**config.mk**
```make
export PLATFORM = sky130hd
export DESIGN_NAME = shu_unit
export DESIGN_NICKNAME = d
export VERILOG_FILES = /design/src/logic/shu_pkg.sv /design/src/logic/shu_unit.sv /design/src/logic/shu_barrel.sv /design/src/logic/shu_bitop.sv
export SDC_FILE = /design/constraint.sdc
export NUM_CORES = 1
export LEC_CHECK = 0
export BUFFER_PORTS_ARGS = -buffer_cell sky130_fd_sc_hd__buf_2
export CELL_PAD_IN_SITES_DETAIL_PLACEMENT = 0
export CELL_PAD_IN_SITES_GLOBAL_PLACEMENT = 1
export CORE_MARGIN = 4
export CORE_UTILIZATION = 28
export CTS_CLUSTER_SIZE = 40
export DETAILED_ROUTE_END_ITERATION = 7
export PLACE_DENSITY = 0.6
export SKIP_CTS_REPAIR_TIMING = 1
export SYNTH_ARGS = -nofsm -noshare
export SYNTH_HDL_FRONTEND = slang
export SYNTH_SLANG_ARGS = --single-unit
```
**constraint.sdc**
```tcl
create_clock -name CLK -period 7.6 [get_ports CLK]
set_clock_uncertainty 0.2 [all_clocks]
set_input_delay 2.28 -clock CLK [delete_from_list [all_inputs] [get_ports CLK]]
set_output_delay 2.28 -clock CLK [all_outputs]
set_load 0.05 [all_outputs]
```
**src/logic/shu_pkg.sv**
```systemverilog
// Constants, field layouts and operation codes of the shifter bit-field unit
package shu_pkg;

    // Register-file word layout
    localparam int unsigned WORD_W = 40;
    localparam int unsigned FIX_W = 32;
    localparam int unsigned EXT_W = 8;
    localparam int unsigned FIX_LSB = 8;
    localparam int unsigned IMM_W = 8;
    localparam int unsigned CTL6_W = 6;

    // Field controls inside the fixed-point field of the control operand
    localparam int unsigned CTL_POS_LSB = 0;
    localparam int unsigned CTL_LEN_LSB = 6;

    // Limits
    localparam logic signed [FIX_W-1:0] SHIFT_LIMIT = 32'sh0000_0020;
    localparam logic [CTL6_W:0] DEPOSIT_LIMIT = 7'h20;
    localparam logic [EXT_W-1:0] EXT_CLEARED = 8'h00;

    // Operations
    typedef enum logic [2:0] {
        OP_ARITH_SHIFT_OR = 3'h0,
        OP_ROTATE = 3'h1,
        OP_BIT_CLEAR = 3'h2,
        OP_BIT_SET = 3'h3,
        OP_BIT_TOGGLE = 3'h4,
        OP_BIT_TEST = 3'h5,
        OP_FIELD_DEPOSIT = 3'h6,
        OP_FIELD_DEPOSIT_OR = 3'h7
    } shu_op_t;

    typedef enum logic [1:0] {
        BIT_CLEAR = 2'h0,
        BIT_SET = 2'h1,
        BIT_TOGGLE = 2'h2,
        BIT_TEST = 2'h3
    } shu_bitmode_t;

    // Register port map
    localparam int unsigned REG_ADDR_W = 4;
    localparam logic [REG_ADDR_W-1:0] REG_CTRL_OFS = 4'h0;
    localparam logic [REG_ADDR_W-1:0] REG_STATUS_OFS = 4'h4;
    localparam logic [REG_ADDR_W-1:0] REG_COUNT_OFS = 4'h8;
    localparam int unsigned CTRL_ENABLE_BIT = 0;
    localparam logic CTRL_ENABLE_RESET = 1'b1;
    localparam int unsigned STATUS_ZERO_BIT = 0;
    localparam int unsigned STATUS_OVF_BIT = 1;
    localparam int unsigned STATUS_SIGN_BIT = 2;
    localparam int unsigned COUNT_W = 16;
    localparam logic [31:0] REG_READ_ZERO = 32'h0000_0000;

endpackage

```
**src/logic/shu_unit.sv**
```systemverilog
// Shifter bit-field unit: shift-or, rotate, bit ops, field deposit and flags
// Behaviour
// - Shift-or: arithmetic shift source, OR into destination field, write back.
// - Shift amounts are signed; positive left, negative right; immediate -128..127.
// - Every written result has its low eight extension bits zero.
// - Shift-or flags: zero on zero shifted value, overflow on left shift, sign clear.
// - Rotate the 32-bit source left for positive, right for negative amounts.
// - Rotate flags: zero on zero result, overflow and sign cleared.
// - Bit clear copies source with the chosen bit forced low.
// - Bit set copies source with the chosen bit forced high.
// - Bit toggle copies source with the chosen bit inverted.
// - Positions outside 0..31 leave the operand unchanged for clear, set, toggle.
// - Bit op flags: zero on zero output, overflow above 31, sign clear.
// - Bit test writes nothing; zero when bit low or out of range.
// - Deposit places right-aligned field at position, zeroing bits around it.
// - Position and length are six bits each, 0..63.
// - Deposit flags: overflow when length plus position above 32, zero, sign clear.
// - Deposit-or merges the placed field into the old destination value.
//
// Chosen here: the placing of the registers and the plain strobed port.
`timescale 1ns/100ps
`default_nettype none
module shu_unit
    import shu_pkg::*;
#(
    parameter int unsigned FIELD_W = FIX_W
)
(
    input wire logic CLK,
    input wire logic RST,
    input wire logic OP_VALID,
    input wire logic [2:0] OP_CODE,
    input wire logic USE_IMM,
    input wire logic [WORD_W-1:0] SOURCE_REGISTER,
    input wire logic [WORD_W-1:0] DESTINATION_REGISTER,
    input wire logic [WORD_W-1:0] CONTROL_REGISTER_OPERAND,
    input wire logic [IMM_W-1:0] IMMEDIATE_SHIFT_AMOUNT,
    input wire logic [CTL6_W-1:0] FIELD_POSITION_CONTROL,
    input wire logic [CTL6_W-1:0] FIELD_LENGTH_CONTROL,
    input wire logic [REG_ADDR_W-1:0] REG_ADDR,
    input wire logic [31:0] REG_WDATA,
    input wire logic REG_WR,
    input wire logic REG_RD,
    output logic [31:0] REG_RDATA,
    output logic [WORD_W-1:0] RESULT_WORD,
    output logic RESULT_WRITE,
    output logic FLAG_UPDATE,
    output logic SHIFTER_ZERO_FLAG,
    output logic SHIFTER_OVERFLOW_FLAG,
    output logic SHIFTER_SIGN_FLAG
);

    // The datapath is built for exactly one 32-bit fixed-point field
    if (FIELD_W != FIX_W)
    begin : g_width_check
        $error("shu_unit supports only a 32-bit fixed-point field");
    end

    shu_op_t op;
    shu_bitmode_t bit_mode;
    logic issue, ctrl_enable_q, shift_left, bit_tested, bit_oor, bit_above, dep_ovf;
    logic res_write, res_zero, res_ovf;
    logic [COUNT_W-1:0] op_count_q;
    logic [FIX_W-1:0] fix_src, fix_dst, fix_ctl, shift_res;
    logic [FIX_W-1:0] bit_res, len_mask, dep_placed, res_fix;
    logic signed [FIX_W-1:0] amount;
    logic [CTL6_W-1:0] dep_len, dep_pos;
    logic [FIX_W+63:0] dep_wide;
    logic [CTL6_W:0] dep_sum;

    assign op = shu_op_t'(OP_CODE);
    assign issue = OP_VALID && ctrl_enable_q;
    // Fixed-point fields sit above the extension byte
    assign fix_src = SOURCE_REGISTER[WORD_W-1:FIX_LSB];
    assign fix_dst = DESTINATION_REGISTER[WORD_W-1:FIX_LSB];
    assign fix_ctl = CONTROL_REGISTER_OPERAND[WORD_W-1:FIX_LSB];
    // Immediate is sign-extended so -128..127 reach the same shifter
    assign amount = USE_IMM ? {{(FIX_W-IMM_W){IMMEDIATE_SHIFT_AMOUNT[IMM_W-1]}},
        IMMEDIATE_SHIFT_AMOUNT} : fix_ctl;

    shu_barrel u_barrel (
        .data(fix_src),
        .amount(amount),
        .rotate(op == OP_ROTATE),
        .result(shift_res),
        .shifted_left(shift_left)
    );

    always_comb
    begin
        case (op)
            OP_BIT_CLEAR: bit_mode = BIT_CLEAR;
            OP_BIT_SET: bit_mode = BIT_SET;
            OP_BIT_TOGGLE: bit_mode = BIT_TOGGLE;
            default: bit_mode = BIT_TEST;
        endcase
    end

    shu_bitop u_bitop (
        .data(fix_src),
        .position(amount),
        .mode(bit_mode),
        .result(bit_res),
        .tested_bit(bit_tested),
        .out_of_range(bit_oor),
        .above_range(bit_above)
    );
    // Field deposit; bits pushed past bit 31 are simply lost off-scale
    assign dep_len = USE_IMM ? FIELD_LENGTH_CONTROL : fix_ctl[CTL_LEN_LSB +: CTL6_W];
    assign dep_pos = USE_IMM ? FIELD_POSITION_CONTROL : fix_ctl[CTL_POS_LSB +: CTL6_W];
    assign len_mask = (dep_len >= CTL6_W'(FIX_W)) ? {FIX_W{1'b1}} :
        ((32'h0000_0001 << dep_len[4:0]) - 32'h0000_0001);
    assign dep_wide = {64'h0, fix_src & len_mask} << dep_pos;
    assign dep_placed = dep_wide[FIX_W-1:0];
    assign dep_sum = {1'b0, dep_len} + {1'b0, dep_pos};
    assign dep_ovf = dep_sum > DEPOSIT_LIMIT;

    always_comb
    begin
        res_fix = 32'h0000_0000;
        res_write = 1'b1;
        res_zero = 1'b0;
        res_ovf = 1'b0;
        case (op)
            OP_ARITH_SHIFT_OR:
            begin
                res_fix = fix_dst | shift_res;
                res_zero = (shift_res == 32'h0000_0000);
                res_ovf = shift_left;
            end
            OP_ROTATE:
            begin
                res_fix = shift_res;
                res_zero = (shift_res == 32'h0000_0000);
            end
            OP_BIT_CLEAR, OP_BIT_SET, OP_BIT_TOGGLE:
            begin
                res_fix = bit_res;
                res_zero = (bit_res == 32'h0000_0000);
                res_ovf = bit_above;
            end
            OP_BIT_TEST:
            begin
                res_write = 1'b0;
                res_zero = !bit_tested || bit_oor;
                res_ovf = bit_above;
            end
            OP_FIELD_DEPOSIT:
            begin
                res_fix = dep_placed;
                res_zero = (dep_placed == 32'h0000_0000);
                res_ovf = dep_ovf;
            end
            OP_FIELD_DEPOSIT_OR:
            begin
                res_fix = fix_dst | dep_placed;
                res_zero = ((fix_dst | dep_placed) == 32'h0000_0000);
                res_ovf = dep_ovf;
            end
            default: res_write = 1'b0;
        endcase
    end
    // Result word and write strobe
    always_ff @(posedge CLK or posedge RST)
    begin
        if (RST)
        begin
            RESULT_WORD <= 40'h00_0000_0000;
            RESULT_WRITE <= 1'b0;
        end
        else
        begin
            RESULT_WRITE <= issue && res_write;
            if (issue && res_write)
            begin
                RESULT_WORD <= {res_fix, EXT_CLEARED};
            end
        end
    end
    // Shifter status flags; held until the next accepted operation
    always_ff @(posedge CLK or posedge RST)
    begin
        if (RST)
        begin
            FLAG_UPDATE <= 1'b0;
            SHIFTER_ZERO_FLAG <= 1'b0;
            SHIFTER_OVERFLOW_FLAG <= 1'b0;
            SHIFTER_SIGN_FLAG <= 1'b0;
        end
        else
        begin
            FLAG_UPDATE <= issue;
            if (issue)
            begin
                SHIFTER_ZERO_FLAG <= res_zero;
                SHIFTER_OVERFLOW_FLAG <= res_ovf;
                SHIFTER_SIGN_FLAG <= 1'b0;
            end
        end
    end
    // Control register: disabling drops operations without touching state
    always_ff @(posedge CLK or posedge RST)
    begin
        if (RST)
        begin
            ctrl_enable_q <= CTRL_ENABLE_RESET;
        end
        else if (REG_WR && REG_ADDR == REG_CTRL_OFS)
        begin
            ctrl_enable_q <= REG_WDATA[CTRL_ENABLE_BIT];
        end
    end
    // Accepted-operation counter, wraps; write clears it
    always_ff @(posedge CLK or posedge RST)
    begin
        if (RST)
        begin
            op_count_q <= 16'h0000;
        end
        else if (REG_WR && REG_ADDR == REG_COUNT_OFS)
        begin
            op_count_q <= 16'h0000;
        end
        else if (issue)
        begin
            op_count_q <= op_count_q + 16'h0001;
        end
    end

    always_ff @(posedge CLK or posedge RST)
    begin
        if (RST)
        begin
            REG_RDATA <= REG_READ_ZERO;
        end
        else if (REG_RD)
        begin
            case (REG_ADDR)
                REG_CTRL_OFS: REG_RDATA <= {31'h0000_0000, ctrl_enable_q};
                REG_STATUS_OFS: REG_RDATA <= {29'h0000_0000, SHIFTER_SIGN_FLAG,
                    SHIFTER_OVERFLOW_FLAG, SHIFTER_ZERO_FLAG};
                REG_COUNT_OFS: REG_RDATA <= {16'h0000, op_count_q};
                default: REG_RDATA <= REG_READ_ZERO;
            endcase
        end
        else
        begin
            REG_RDATA <= REG_READ_ZERO;
        end
    end
    // Reference values built independently of the datapath, for checking only
    logic [2*FIX_W-1:0] rot_cat;
    logic [FIX_W-1:0] rot_ref, onehot_ref, place_mask_ref;
    logic oor_ref, src_sign, amt_pos, amt_far_right, amt_small_left;
    assign rot_cat = {fix_src, fix_src} << amount[4:0];
    assign rot_ref = rot_cat[2*FIX_W-1:FIX_W];
    assign onehot_ref = 32'h0000_0001 << amount[4:0];
    assign oor_ref = (amount < 32'sh0000_0000) || (amount > 32'sh0000_001F);
    assign place_mask_ref = len_mask << dep_pos;
    assign src_sign = fix_src[FIX_W-1];
    assign amt_pos = amount > 32'sh0000_0000;
    assign amt_far_right = amount <= -32'sh0000_0020;
    assign amt_small_left = amt_pos && (amount < 32'sh0000_0020);
endmodule
`default_nettype wire

```
**src/logic/shu_barrel.sv**
```systemverilog
// Arithmetic shifter and 32-bit rotator for the fixed-point field
`timescale 1ns/100ps
`default_nettype none
module shu_barrel
    import shu_pkg::*;
(
    input wire logic [FIX_W-1:0] data,
    input wire logic signed [FIX_W-1:0] amount,
    input wire logic rotate,
    output logic [FIX_W-1:0] result,
    output logic shifted_left
);

    always_comb
    begin
        logic [FIX_W-1:0] mag;
        logic [2*FIX_W-1:0] cat;
        mag = 32'h0000_0000;
        cat = {data, data} << amount[4:0];
        shifted_left = (amount > 32'sh0000_0000);
        if (rotate)
        begin
            // Low five bits are the amount modulo 32, so negatives wrap right
            result = cat[2*FIX_W-1:FIX_W];
        end
        else if (!amount[FIX_W-1])
        begin
            result = (amount >= SHIFT_LIMIT) ? 32'h0000_0000 : (data << amount[4:0]);
        end
        else
        begin
            mag = FIX_W'(-amount);
            if (mag >= FIX_W'(SHIFT_LIMIT))
            begin
                result = {FIX_W{data[FIX_W-1]}};
            end
            else
            begin
                result = FIX_W'($signed(data) >>> mag[4:0]);
            end
        end
    end

endmodule
`default_nettype wire

```
**src/logic/shu_bitop.sv**
```systemverilog
// Single-bit clear, set, toggle and test on the fixed-point field
`timescale 1ns/100ps
`default_nettype none
module shu_bitop
    import shu_pkg::*;
(
    input wire logic [FIX_W-1:0] data,
    input wire logic signed [FIX_W-1:0] position,
    input wire shu_bitmode_t mode,
    output logic [FIX_W-1:0] result,
    output logic tested_bit,
    output logic out_of_range,
    output logic above_range
);

    logic [FIX_W-1:0] onehot;

    always_comb
    begin
        out_of_range = (position[FIX_W-1:5] != 27'h000_0000);
        above_range = !position[FIX_W-1] && out_of_range;
        // An empty mask leaves every bit alone off the end of the field
        onehot = out_of_range ? 32'h0000_0000 : (32'h0000_0001 << position[4:0]);
        tested_bit = |(data & onehot);
        case (mode)
            BIT_CLEAR: result = data & ~onehot;
            BIT_SET: result = data | onehot;
            BIT_TOGGLE: result = data ^ onehot;
            default: result = data;
        endcase
    end

endmodule
`default_nettype wire

```
### Word-level counts from Yosys, hierarchy flattened

Cells that the tools add are included.

| cells by class | value |
|---|---|
| bitwise logic cells | 8 |
| divide/modulo/power cells | 0 |
| reduce and logical (&&, ||, !) cells | 22 |
| multipliers | 0 |
| $lt $le $gt $ge | 5 |
| multiplexer cells | 19 |
| shift-type cells | 6 |
| equal/unequal tests | 11 |
| add/subtract/negate cells | 4 |

Operators by type and width:

| kind | number |
|---|---|
| two-way mux 32 bit | 8 |
| one-hot mux 32 bit (5 select lines) | 1 |
| zero test 32 bit | 4 |
| bitwise AND 32 bit | 3 |
| bitwise OR 32 bit | 3 |
| one-hot mux 32 bit (3 select lines) | 1 |
| << shifter 1 x 5 -> 32 bit (first input constant) | 2 |
| << shifter 64 x 5 -> 64 bit | 1 |
| one-hot mux 16 bit (3 select lines) | 1 |
| greater-or-equal comparator 32 x 6 -> 1 bit (second input constant) | 1 |
| greater-or-equal comparator 32 x 7 -> 1 bit (second input constant) | 1 |
| > comparator 32 x 1 -> 1 bit (second input constant) | 1 |
| two-way mux 16 bit | 2 |
| negation 32 bit | 1 |
| inverter 32 bit | 1 |
| OR reduction 32 bit | 1 |
| << shifter 32 x 5 -> 32 bit | 1 |
| << shifter 32 x 6 -> 32 bit | 1 |
| >>> shifter 32 x 5 -> 32 bit | 1 |
| subtractor 32 x 1 -> 32 bit (second input constant) | 1 |
| bitwise XOR 32 bit | 1 |
| nonzero test 27 bit | 1 |
| adder 16 x 1 -> 16 bit (second input constant) | 1 |
| == test 3 bit (second input constant) | 4 |
| 24 further kinds | 32 |

| word-level totals | value |
|---|---|
| input bits | 185 |
| bits in latches | 0 |
| bits in writable memories | 0 |
| memories kept | 0 |
| output and inout bits | 77 |
| ROM bits | 0 |
| flip-flop bits (word level) | 85 |
| word-level logic and storage cells | 83 |

### Longest topological paths before layout

Gate-level depths: netlist of the first run.

| depth | value |
|---|---|
| depth in word-level cells | 9 |
| gate-level depth with buffers | 23 |
| mapped depth without buffers | 16 |

### Hierarchy

From an unflattened synthesis of the first run, not the netlist that was laid out.

| second synthesis, totals | value |
|---|---|
| cells, all modules | 2363 |
| area, all modules | 17443.0 µm² |

By module, submodules not included:

| module | instances | cells each | area an instance (µm²) | sequential area each (µm²) |
|---|---|---|---|---|
| shu_unit | 1 | 1257 | 8977.4 | 1727.9 |
| shu_barrel | 1 | 773 | 5484.0 | 0.0 |
| shu_bitop | 1 | 333 | 2981.6 | 0.0 |

### Worst setup path after synthesis of the first run

No wires, ideal clock.

| timing path | value |
|---|---|
| path kind | input to register |
| start | input USE_IMM |
| end | register SHIFTER_ZERO_FLAG |
| buffers on the path | 9 |
| setup slack | 0.228 ns |
| data required time | 7.305 ns |
| cell stages on the path | 17 |
| arrival | 7.076 ns |
| setup time | 0.095 ns |
| cells stage by stage | buf_6 -> mux2i_4 -> buf_2 -> buf_4 -> buf_2 -> buf_2 -> ha_1 -> clkbuf_1 -> clkbuf_1 -> clkbuf_1 -> buf_1 -> a21oi_1 -> mux4_2 -> a311o_1 -> a2111oi_2 -> nand3_1 -> o31ai_1 |

| between the ends | value |
|---|---|
| word-level cells in the longest chain between the ends | 9 |
| elaborated cells between the ends (all ways) | 37 |
| those cells by class | 2 x add/sub; 3 x order compare; 6 x shift; 11 x mux; 7 x bitwise; 8 x reduce/logical |

RTL lines:

| element | RTL line | source |
|---|---|---|
| from (decl) | shu_unit.sv:33 | `input wire logic USE_IMM,` |
| parallel branches: the longest is 8 deep, another holds negation 32 bit | n/a |  |
| one-hot mux 1 bit (5 select lines) * | shu_unit.sv:124 | `case (op)` |
| to (signal assigned) | shu_unit.sv:195 | `SHIFTER_ZERO_FLAG <= res_zero;` |
| to (decl) | shu_unit.sv:48 | `output logic SHIFTER_ZERO_FLAG,` |

Every way passes the cells marked *.
A chain may end at the register's enable or synchronous reset.

### Worst setup path after layout of the first run

Same ends and word-level chain as after synthesis.

==> results.md, run 1 <==
- Post-layout min period: 7.05 ns
- Number of DRC markers in iteration 0: 2527
- Maximum VDD drop: 0.125 mV
- Initial antenna violation count: 1
- Ant. Diodes: 0
- Number of nets in the layout: 2629
- RSZ-0062 raised after global routing: no
- Highest routed metal layer: met5
- Vias in the first global route: 18773
- First-pass GRT wire length: 133 mm
- CTS tree: yes
- Synth Warn #: 0
- Dpl hpwl: 73.8 mm
- Starting Density: 28.4%
- P_leak: 7.89 nW
- Clk sinks: 69
- Max Fanout on Critical Path: 55
- Core area: 57900 sq um
- Total gr overflow: 0
- Status: completed
- CP Class: input port to register
- Pwr/cell area: 158 nW/um^2
- Yosys top cell area share: 10.3%
- WL met3: 7.35 mm
- Rel. slew slack: 29.8%
- Worst Setup End Kind: register
- DIE AREA: 62700 sq um
- Slew @ Worst Pin: 1.04 ns
- Mean post-synth cell area: 7.43 sq um
- Met1 Wirelength: 37.9 mm
- Yosys cell types: 114
- Worst-path clk slew: 0.05 ns
- Residual DRC: 0
- H-tree levels: 3
- Slew Limit Fails: 0
- Post-synth EDFFs: 0
- Clk_lat worst skew: 0.34 ns
- DIE WIDTH: 250 um
- Most frequent cells after synthesis: nand2_1, nor2_1, a21oi_1
- # IOs: 262
- FMAX: 0.142 GHz
- Routability cong.: 1.04
- Yosys reg bits: 69
- Port Buffers: 181
- Largest cells by area after synthesis: dfrtp_1, ha_1, mux4_2
- Post-route ant nets: 0
- Post-synth top flop: dfrtp_1
- Vias per cell: 6.34
- WL met2: 42.0 mm
- Proportion of layout cells with a drive suffix above 1: 19.2%
- Final Cycle Share: 92.8%
- WP data arrival: 7.07 ns
- Cell count after synthesis: 2214
- Crit path launch type: input port
- Post-synth top area cell: dfrtp_1
- Cts bufs inserted: 9
- MaxCap Viol Count: 0
- DR pass1 iterations: 6
- Required time of the critical path: 7.61 ns
- Root Driver: clkbuf_16
- Routed length per instance: 29.8 um
- Max Root-Sink Buffers: 2
- Cell Area, Synth: 16500 sq um
- Die Y: 250 um
- Post-Route WL: 92.4 mm
- Worst hold-check path type: register to register
- Post-synth ARST share: 100%
- Most common cell in the synthesized netlist: nand2_1
- Rows: 88
- Post-synthesis sequential area ratio: 10.5%
- Fin Setup TNS: 0 ns
- Overall Global Routing Usage: 28.0%
- Final setup viols: 0
- Largest net degree at the start of global routing: 70
- P&R area growth vs syn: 13.1%
- Vias: 19663
- Fin. Hold Viols: 0
- Hold WS: 0.294 ns
## cell usage in the layout, fill, tap and decap left out, types with 43 or more instances in the layout
cell,count
mux2i_1,98
nor3_1,43
dfrtp_1,68
a211oi_1,52
buf_2,180
buf_4,107
nor2_1,208
nand2_1,225
o21ai_0,112
a21oi_1,163
nand3_1,80
inv_1,95
mux4_2,58
ha_1,111
## path summary, 6_finish.rpt
check	startpoint	end	slack [ns]	depth (start not counted)
worst max-delay path	USE_IMM	SHIFTER_ZERO_FLAG$_DFFE_PP0P_	0.55	19
worst min-delay path	RESULT_WORD[24]$_DFFE_PP0P_	RESULT_WORD[24]$_DFFE_PP0P_	0.29	1
worst max register to register	ctrl_enable_q$_DFFE_PP1P_	SHIFTER_ZERO_FLAG$_DFFE_PP0P_	4.77	9
worst min register to register	RESULT_WORD[24]$_DFFE_PP0P_	RESULT_WORD[24]$_DFFE_PP0P_	0.29	1
max in group asynchronous	RST	SHIFTER_OVERFLOW_FLAG$_DFFE_PP0P_	4.58	3
min in group asynchronous	RST	REG_RDATA[10]$_DFF_PP0_	2.00	3
## report_power, final
group | switching, mW | internal (mW) | leakage, nW
registers | 0.0811 | 0.457 | 0.865
clock network | 0.170 | 0.264 | 0.146
logic | 1.36 | 0.597 | 6.88
total | 1.61 | 1.32 | 7.89
## sequential cells by signal, indices dropped and copies added, names as in the netlist
| signal | flops |
|---|---|
| RESULT_WORD | 32 |
| REG_RDATA | 16 |
| op_count_q | 16 |
| FLAG_UPDATE | 1 |
| RESULT_WRITE | 1 |
| SHIFTER_OVERFLOW_FLAG | 1 |
| SHIFTER_ZERO_FLAG | 1 |
| ctrl_enable_q | 1 |
## final cells by class
cell class | count | area [sq um]
multi-input combinational | 1862 | 13500
sequential | 69 | 1730
clock inverter | 5 | 60.1
inverter | 102 | 388
clock buffer | 11 | 243
fill | 6387 | 39300
tap | 765 | 957
timing repair buffer | 288 | 1720
## stage by stage
stage                     cell area [sq um]  power, mW  instances  utilization, %  setup WS (ns)
final                                 18600       2.93       3102            32.1          0.545
after global routing                  18600       3.06       3102            32.1          0.112
after CTS                             18600       2.90       3102            32.1          0.646
after detailed placement              18300       2.46       3086            31.6          0.275
after global placement                18300       2.46       3086            31.6          0.234
after floorplan                       16500       1.77       2238               -          0.228
## critical path, cell delays in order
cell       delay, ns
buf_4           0.22
buf_12          0.27
buf_4           0.24
nand2b_1        0.15
o32ai_1         0.39
nand2_1         0.11
ha_1            0.20
inv_1           0.24
a21oi_1         0.11
xor2_1          0.36
o311ai_0        0.20
buf_4           0.20
o21ai_0         0.48
a2bb2oi_1       0.12
a32oi_1         0.49
o221ai_1        0.23
nor4b_1         0.35
a31oi_1         0.25
o31ai_1         0.16
## routing by layer
layer / vias to the layer above / global-route usage (%)
met4: 2 / 12.2
met5: - / 0
met2: 1170 / 45.5
li1: 8606 / -
met1: 9680 / 37.4
met3: 205 / 3.47
## kinds of logic after synthesis
| logic type | count (synthesis) | synth area share, % |
|---|---|---|
| and+or+nand+nor | 798 | 24.3 |
| other | 1 | 0.0228 |
| xor gates and xnor gates | 31 | 1.70 |
| AOI/OAI and AO/OA | 700 | 29.3 |
| muxes | 196 | 17.4 |
| buffers and inverters | 307 | 8.30 |
| adders and majority gates | 112 | 8.56 |
| DFF | 69 | 10.5 |
(Power assumes the default switching activity.)
==> run 2, diff against run 1 <==
--- a/config.mk
+++ b/config.mk
@@ -14,6 +14,8 @@
 export DETAILED_ROUTE_END_ITERATION = 7
 export PLACE_DENSITY = 0.6
 export SKIP_CTS_REPAIR_TIMING = 1
+export SLEW_MARGIN = 40
 export SYNTH_ARGS = -nofsm -noshare
 export SYNTH_HDL_FRONTEND = slang
+export SYNTH_HIERARCHICAL = 1
 export SYNTH_SLANG_ARGS = --single-unit
==> run 2 against run 1 <==
Highest routed layer is now met4. Via count up 4.1%. Routed wire length shrank 6.0%. Power up 1.2%. Cell area up 10%. Global-route usage decreased by 3.2 points. Largest cell class unchanged. Area after synthesis up 6.0%.
==> results.md, run 2 <==
- Status: completed
- Mean post-synth cell area: 7.38 sq um
- Required time of the critical path: 7.62 ns
- DIE AREA: 66400 sq um
- # IOs: 262
- Post-synth ARST share: 100%
- Simple-Gate Fraction of Synth Area: 27.5%
- Yosys reg bits: 69
- Core area: 61700 sq um
- Worst Setup End Kind: register
- Post-layout min period: 7.13 ns
- Fin. Hold Viols: 0
- Slowest CP cell: a2111oi_1
- Worst-path clk slew: 0.06 ns
- Routability cong.: 0.937
- Proportion of layout cells with a drive suffix above 1: 24.0%
- Post-Route WL: 86.9 mm
- DIE WIDTH: 258 um
- Vias: 20465
- WL met3: 6.36 mm
- Slew Limit Fails: 0
- Number of nets in the layout: 2877
- P&R area growth vs syn: 17.7%
- WP data arrival: 7.16 ns
- Die Y: 258 um
- Number of DRC markers in iteration 0: 2432
- Overall Global Routing Usage: 24.7%
- Cell count after synthesis: 2363
- Max Root-Sink Buffers: 2
- Vias in the first global route: 19443
- Post-synthesis sequential area ratio: 9.91%
- Clk_lat worst skew: 0.33 ns
- Worst-path cell chain: buf_2 > nand2_1 > o21ai_0 > or4_1 > or3_1 > o41a_1 > a2111o_1 > a2111oi_4 > and4b_1 > buf_4 > nand4_1 > o211a_1 > buf_4 > a21oi_1 > o21ai_0 > buf_4 > a2111oi_1 > buf_4 > nor2_1
- Mux contribution to synthesized area: 16.7%
- CP peak stage delay: 0.62 ns
- Met1 Wirelength: 39.2 mm
- Post-synth top flop: dfrtp_1
- H-tree levels: 3
- Rel. slew slack: 41.9%
- Crit path launch type: input port
- Largest net degree at the start of global routing: 70
- Final setup viols: 0
- Yosys cell types: 128
- Hold WS: 0.292 ns
- First-pass GRT wire length: 128 mm
- Max Fanout on Critical Path: 8
- Post-Synth XOR/XNOR Area: 1.66%
- Post-synth top area cell: mux4_2
- Cts bufs inserted: 9
- Slew @ Worst Pin: 0.869 ns
- FMAX: 0.140 GHz
- Maximum VDD drop: 0.142 mV
- Yosys top cell area share: 10.1%
- Commonest non-fill, non-tap cells in the layout: nand2_1, nor2_1, buf_4
- Pwr Total: 2.97 mW
- Number of flip-flops under the largest register name: 32
- Starting Density: 28.3%
- DR pass1 iterations: 6
- Vias per cell: 5.97
- Rows: 91
- Clk sinks: 69
- MaxCap Viol Count: 0
- Synth Area in Compound Gates: 28.0%
- Largest regs: RESULT_WORD x32, REG_RDATA x16, op_count_q x16
- Synth Area in Adders: 7.72%
- Routed length per instance: 25.3 um
- Fin Setup TNS: 0 ns
- Dpl hpwl: 67.4 mm
- Worst hold-check path type: register to register
- Largest cells by area after synthesis: mux4_2, dfrtp_1, ha_1
- Most common cell in the synthesized netlist: nand2_1
- Commonest non-fill, non-tap cell in the layout: nand2_1
- Cell Area, Synth: 17400 sq um
- Synth Warn #: 6
- Total gr overflow: 0
- CP Class: input port to register
- Highest routed metal layer: met4
- Post-route ant nets: 0
- Final Cycle Share: 93.8%
- Largest family of logic cells by synthesized area: compound AO/OA/AOI/OAI gates
- RSZ-0062 raised after global routing: no
- WL met2: 38.7 mm
- Most flops, register: RESULT_WORD
- Crit path top cell by count: buf_4
- Initial antenna violation count: 1
- CTS tree: yes
- Root Driver: clkbuf_16
- Most frequent cells after synthesis: nand2_1, nor2_1, a21oi_1
- Pwr/cell area: 144 nW/um^2
- Post-synth EDFFs: 0
- P_leak: 8.69 nW
- Port Buffers: 181
- Residual DRC: 0
run 2: changes by cell type after synthesis, sizes merged, moves of 15 or more:
cell,previous run,this run
nor4,36,55
nor3,45,89
inv,99,119
o211ai,26,54
buf,85,103
o21ai,114,139
and2,30,54
mux2i,110,81
a22oi,32,12
a211oi,52,24
a21oi,164,132
mux4,62,78
nand2,226,267
nand2b,10,25
run 2: metrics by stage:
stage,util (%),worst slack (ns),instance area (sq um),cells
after floorplan,-,0.101,17500,2387
after global placement,32.7,0.0711,20200,3410
after detailed placement,32.8,0.177,20200,3411
after CTS,33.2,0.509,20500,3427
after global routing,33.3,0.0496,20500,3427
final,33.3,0.468,20500,3429
run 2: per-layer routing:
layer | up-vias | global-route usage (%)
met5 | - | 0
met4 | 0 | 6.78
met3 | 109 | 2.27
met2 | 987 | 39.0
met1 | 10051 | 36.2
li1 | 9318 | -
run 2: final timing paths:
path | start | endpoint | slack, ns | cells past startpoint
worst max-delay path | USE_IMM | RESULT_WORD[22]$_DFFE_PP0P_ | 0.47 | 19
worst min-delay path | RESULT_WORD[10]$_DFFE_PP0P_ | RESULT_WORD[10]$_DFFE_PP0P_ | 0.29 | 2
worst max register to register | ctrl_enable_q$_DFFE_PP1P_ | SHIFTER_ZERO_FLAG$_DFFE_PP0P_ | 4.85 | 10
worst min register to register | RESULT_WORD[10]$_DFFE_PP0P_ | RESULT_WORD[10]$_DFFE_PP0P_ | 0.29 | 2
max in group asynchronous | RST | op_count_q[0]$_DFFE_PP0P_ | 4.84 | 3
min in group asynchronous | RST | RESULT_WORD[28]$_DFFE_PP0P_ | 1.89 | 3
run 2: kinds of logic after synthesis:
| logic type | Yosys count |
|---|---|
| XOR/XNOR | 33 |
| buffers and inverters | 334 |
| other | 1 |
| flip-flops | 69 |
| AND/OR/NAND/NOR | 944 |
| adder cells (fa/ha/maj) | 107 |
| multiplexers | 187 |
| AO/OA/AOI/OAI | 688 |
run 2: cell type report:
cell class	instances	area, sq um
antenna	2	5.00
clock buffer	9	225
clock inverter	7	56.3
fill	6743	41200
inverter	123	462
multi-input combinational	1984	14400
sequential	69	1730
tap	837	1050
timing repair buffer	398	2610
run 2: worst max-delay path: cells and delay by family:
kind	cells	cell delay (ns)
buffers and inverters	5	0.89
AOI/OAI and AO/OA	8	2.32
and+or+nand+nor	6	1.65
run 2: power by group:
group,switching [mW],leakage [nW],internal (mW),total [mW]
combinational,1.38,7.69,0.662,2.04
clock,0.177,0.137,0.225,0.402
sequential,0.0644,0.864,0.456,0.521
==> run 3, diff against run 2 <==
--- a/config.mk
+++ b/config.mk
@@ -12,7 +12,8 @@
 export CORE_UTILIZATION = 28
 export CTS_CLUSTER_SIZE = 40
 export DETAILED_ROUTE_END_ITERATION = 7
-export PLACE_DENSITY = 0.6
+export GPL_ROUTABILITY_DRIVEN = 0
+export PLACE_DENSITY_LB_ADDON = 0.1
 export SKIP_CTS_REPAIR_TIMING = 1
 export SLEW_MARGIN = 40
 export SYNTH_ARGS = -nofsm -noshare
==> run 3 against run 2 <==
Final cell count decreased by 0.61%. Critical path depth increased by 3. Register-to-register slack about the same. Non-clock buffer count decreased by 20. Sequential share of layout area about the same. Routed wire length decreased by 0.12%. Cell area decreased by 0.47%. Clock power increased by 20%. Combinational power about the same. Critical endpoint is now RESULT_WORD[11]$_DFFE_PP0P_. Largest cell class unchanged.
==> results.md, run 3 (same netlist as run 2, synthesis figures left out) <==
- P_int: 1.43 mW
- Largest net degree at the start of global routing: 70
- Dpl hpwl: 68.3 mm
- Vias per cell: 5.91
- P_leak: 8.60 nW
- Worst-path clk slew: 0.06 ns
- Core area: 61700 sq um
- Comb pwr share: 66.8%
- Max Root-Sink Buffers: 2
- Vias: 20142
- Initial antenna violation count: 2
- Die Y: 258 um
- Clock network fraction of total power: 15.8%
- Fin Setup TNS: 0 ns
- Overall Global Routing Usage: 24.8%
- R2R depth: 10
- Root Driver: clkbuf_16
- Commonest non-fill, non-tap cells in the layout: nand2_1, nor2_1, buf_4
- Worst slack at placement: -0.0108 ns
- Pwr/cell area: 150 nW/um^2
- Port Buffers: 181
- Crit path launch type: input port
- Number of DRC markers in iteration 0: 2042
- Worst Setup End Kind: register
- Hold Crit Endpoint: RESULT_WORD[21]$_DFFE_PP0P_
- Reg-to-Reg Start: ctrl_enable_q$_DFFE_PP1P_
- Clk sinks: 69
- FMAX: 0.135 GHz
- Max Fanout on Critical Path: 11
- Starting Density: 28.3%
- Slew @ Worst Pin: 0.837 ns
- Number of flip-flops under the largest register name: 32
- Hold Crit Depth: 2
- Sw power: 1.62 mW
- RSZ-0062 raised after global routing: no
- DIE AREA: 66400 sq um
- Most flops, register: RESULT_WORD
- First-pass GRT wire length: 129 mm
- Worst hold-check path type: register to register
- Worst R2R End: SHIFTER_ZERO_FLAG$_DFFE_PP0P_
- Routed length per instance: 25.5 um
- Rel. slew slack: 44.0%
- Reg-to-reg slack, setup: 4.86 ns
- P&R area growth vs syn: 17.2%
- DR pass1 iterations: 6
- Post-route ant nets: 0
- Final Cycle Share: 97.2%
- WP data arrival: 7.41 ns
- Commonest non-fill, non-tap cell in the layout: nand2_1
- Final setup viols: 0
- Filler cell count: 6786
- Final worst-path setup slack: 0.210 ns
- Post-Route WL: 86.8 mm
- Post-layout min period: 7.39 ns
- Required time of the critical path: 7.62 ns
- Vias in the first global route: 19256
- Switching part of the total: 53.1%
- Cts bufs inserted: 9
- DIE WIDTH: 258 um
- Total gr overflow: 0
- Status: completed
- HP Start: RESULT_WORD[21]$_DFFE_PP0P_
- Rows: 91
- Largest regs: RESULT_WORD x32, REG_RDATA x16, op_count_q x16
- Number of nets in the layout: 2857
- H-tree levels: 3
- Maximum VDD drop: 0.132 mV
- CP Class: input port to register
- Sequential power share: 17.4%
- Fin. Hold Viols: 0
- Proportion of layout cells with a drive suffix above 1: 23.5%
- Clk_lat worst skew: 0.33 ns
- Slew Limit Fails: 0
- # IOs: 262
- MaxCap Viol Count: 0
- CTS tree: yes
- Residual DRC: 0
run 3: changes by cell type in the layout (fill, tap and decap cells not counted), moves of 2 or more:
cell	change
clkinv_4	-2
nor4_2	+2
nor2_1	-2
inv_6	-2
clkbuf_1	+2
bufinv_16	+3
nor4_1	-2
nor2_2	+2
buf_4	-18
run 3: power by group through the flow:
stage / clock, mW / sequential, mW / combinational (mW)
2_1_floorplan: 0 / 0.785 / 1.04
3_3_place_gp: 0 / 0.541 / 1.99
3_5_place_dp: 0 / 0.543 / 2.00
4_1_cts: 0.493 / 0.536 / 2.01
5_1_grt: 0.509 / 0.544 / 2.17
6_report: 0.483 / 0.533 / 2.04
run 3: cell type report:
cell class / count / area [sq um] / share of cell area (%)
Multi-Input combinational cell: 1984 / 14400 / 70.6
Timing Repair Buffer: 378 / 2430 / 11.9
Sequential cell: 69 / 1730 / 8.46
Tap cell: 837 / 1050 / 5.12
Inverter: 123 / 462 / 2.26
Clock buffer: 11 / 233 / 1.14
Clock inverter: 5 / 106 / 0.520
Antenna cell: 1 / 2.50 / 0.0122
run 3: how the worst max path moves through the flow:
stage | from | to | slack (ns) | cells after the start
final | USE_IMM | RESULT_WORD[11]$_DFFE_PP0P_ | 0.21 | 22
after global routing | USE_IMM | SHIFTER_ZERO_FLAG$_DFFE_PP0P_ | 0.02 | 23
after CTS | USE_IMM | RESULT_WORD[11]$_DFFE_PP0P_ | 0.33 | 22
after detailed placement | USE_IMM | RESULT_WORD[11]$_DFFE_PP0P_ | -0.01 | 22
after global placement | USE_IMM | RESULT_WORD[13]$_DFFE_PP0P_ | -0.15 | 21
after floorplan | USE_IMM | SHIFTER_ZERO_FLAG$_DFFE_PP0P_ | 0.10 | 26
run 3: worst max-delay path, cell delays in order:
cell	delay, ns
buf_2	0.16
nand2_1	0.19
buf_4	0.19
o21ai_0	0.11
or4_1	0.59
buf_4	0.18
nor3_1	0.38
a31oi_1	0.18
a31o_2	0.25
nor4_1	0.51
buf_4	0.23
and4b_1	0.26
buf_12	0.16
mux2i_1	0.22
a221oi_2	0.09
buf_4	0.17
a21oi_1	0.10
o21ai_0	0.10
buf_4	0.18
a2111oi_0	0.62
buf_4	0.21
nor2_1	0.04
run 3: metal layers:
metal | part of all wire [%] | global-route usage, % | up-vias
li1 | - | - | 9255
met1 | 47 | 36.9 | 9894
met2 | 44 | 39.0 | 890
met3 | 6.7 | 2.79 | 103
met4 | 2.1 | 4.82 | 0
met5 | 0 | 0 | -
run 3: metrics by stage:
stage               hold slack (ns)  utilization [%]  cell area, sq um  power (mW)  instances
floorplan                     0.275                -             17500        1.82       2387
global placement              0.286             32.5             20000        2.53       3390
detailed placement            0.292             32.5             20100        2.55       3391
CTS                           0.306             33.1             20400        3.04       3407
global route                  0.332             33.1             20400        3.22       3407
finish                        0.302             33.1             20400        3.06       3408
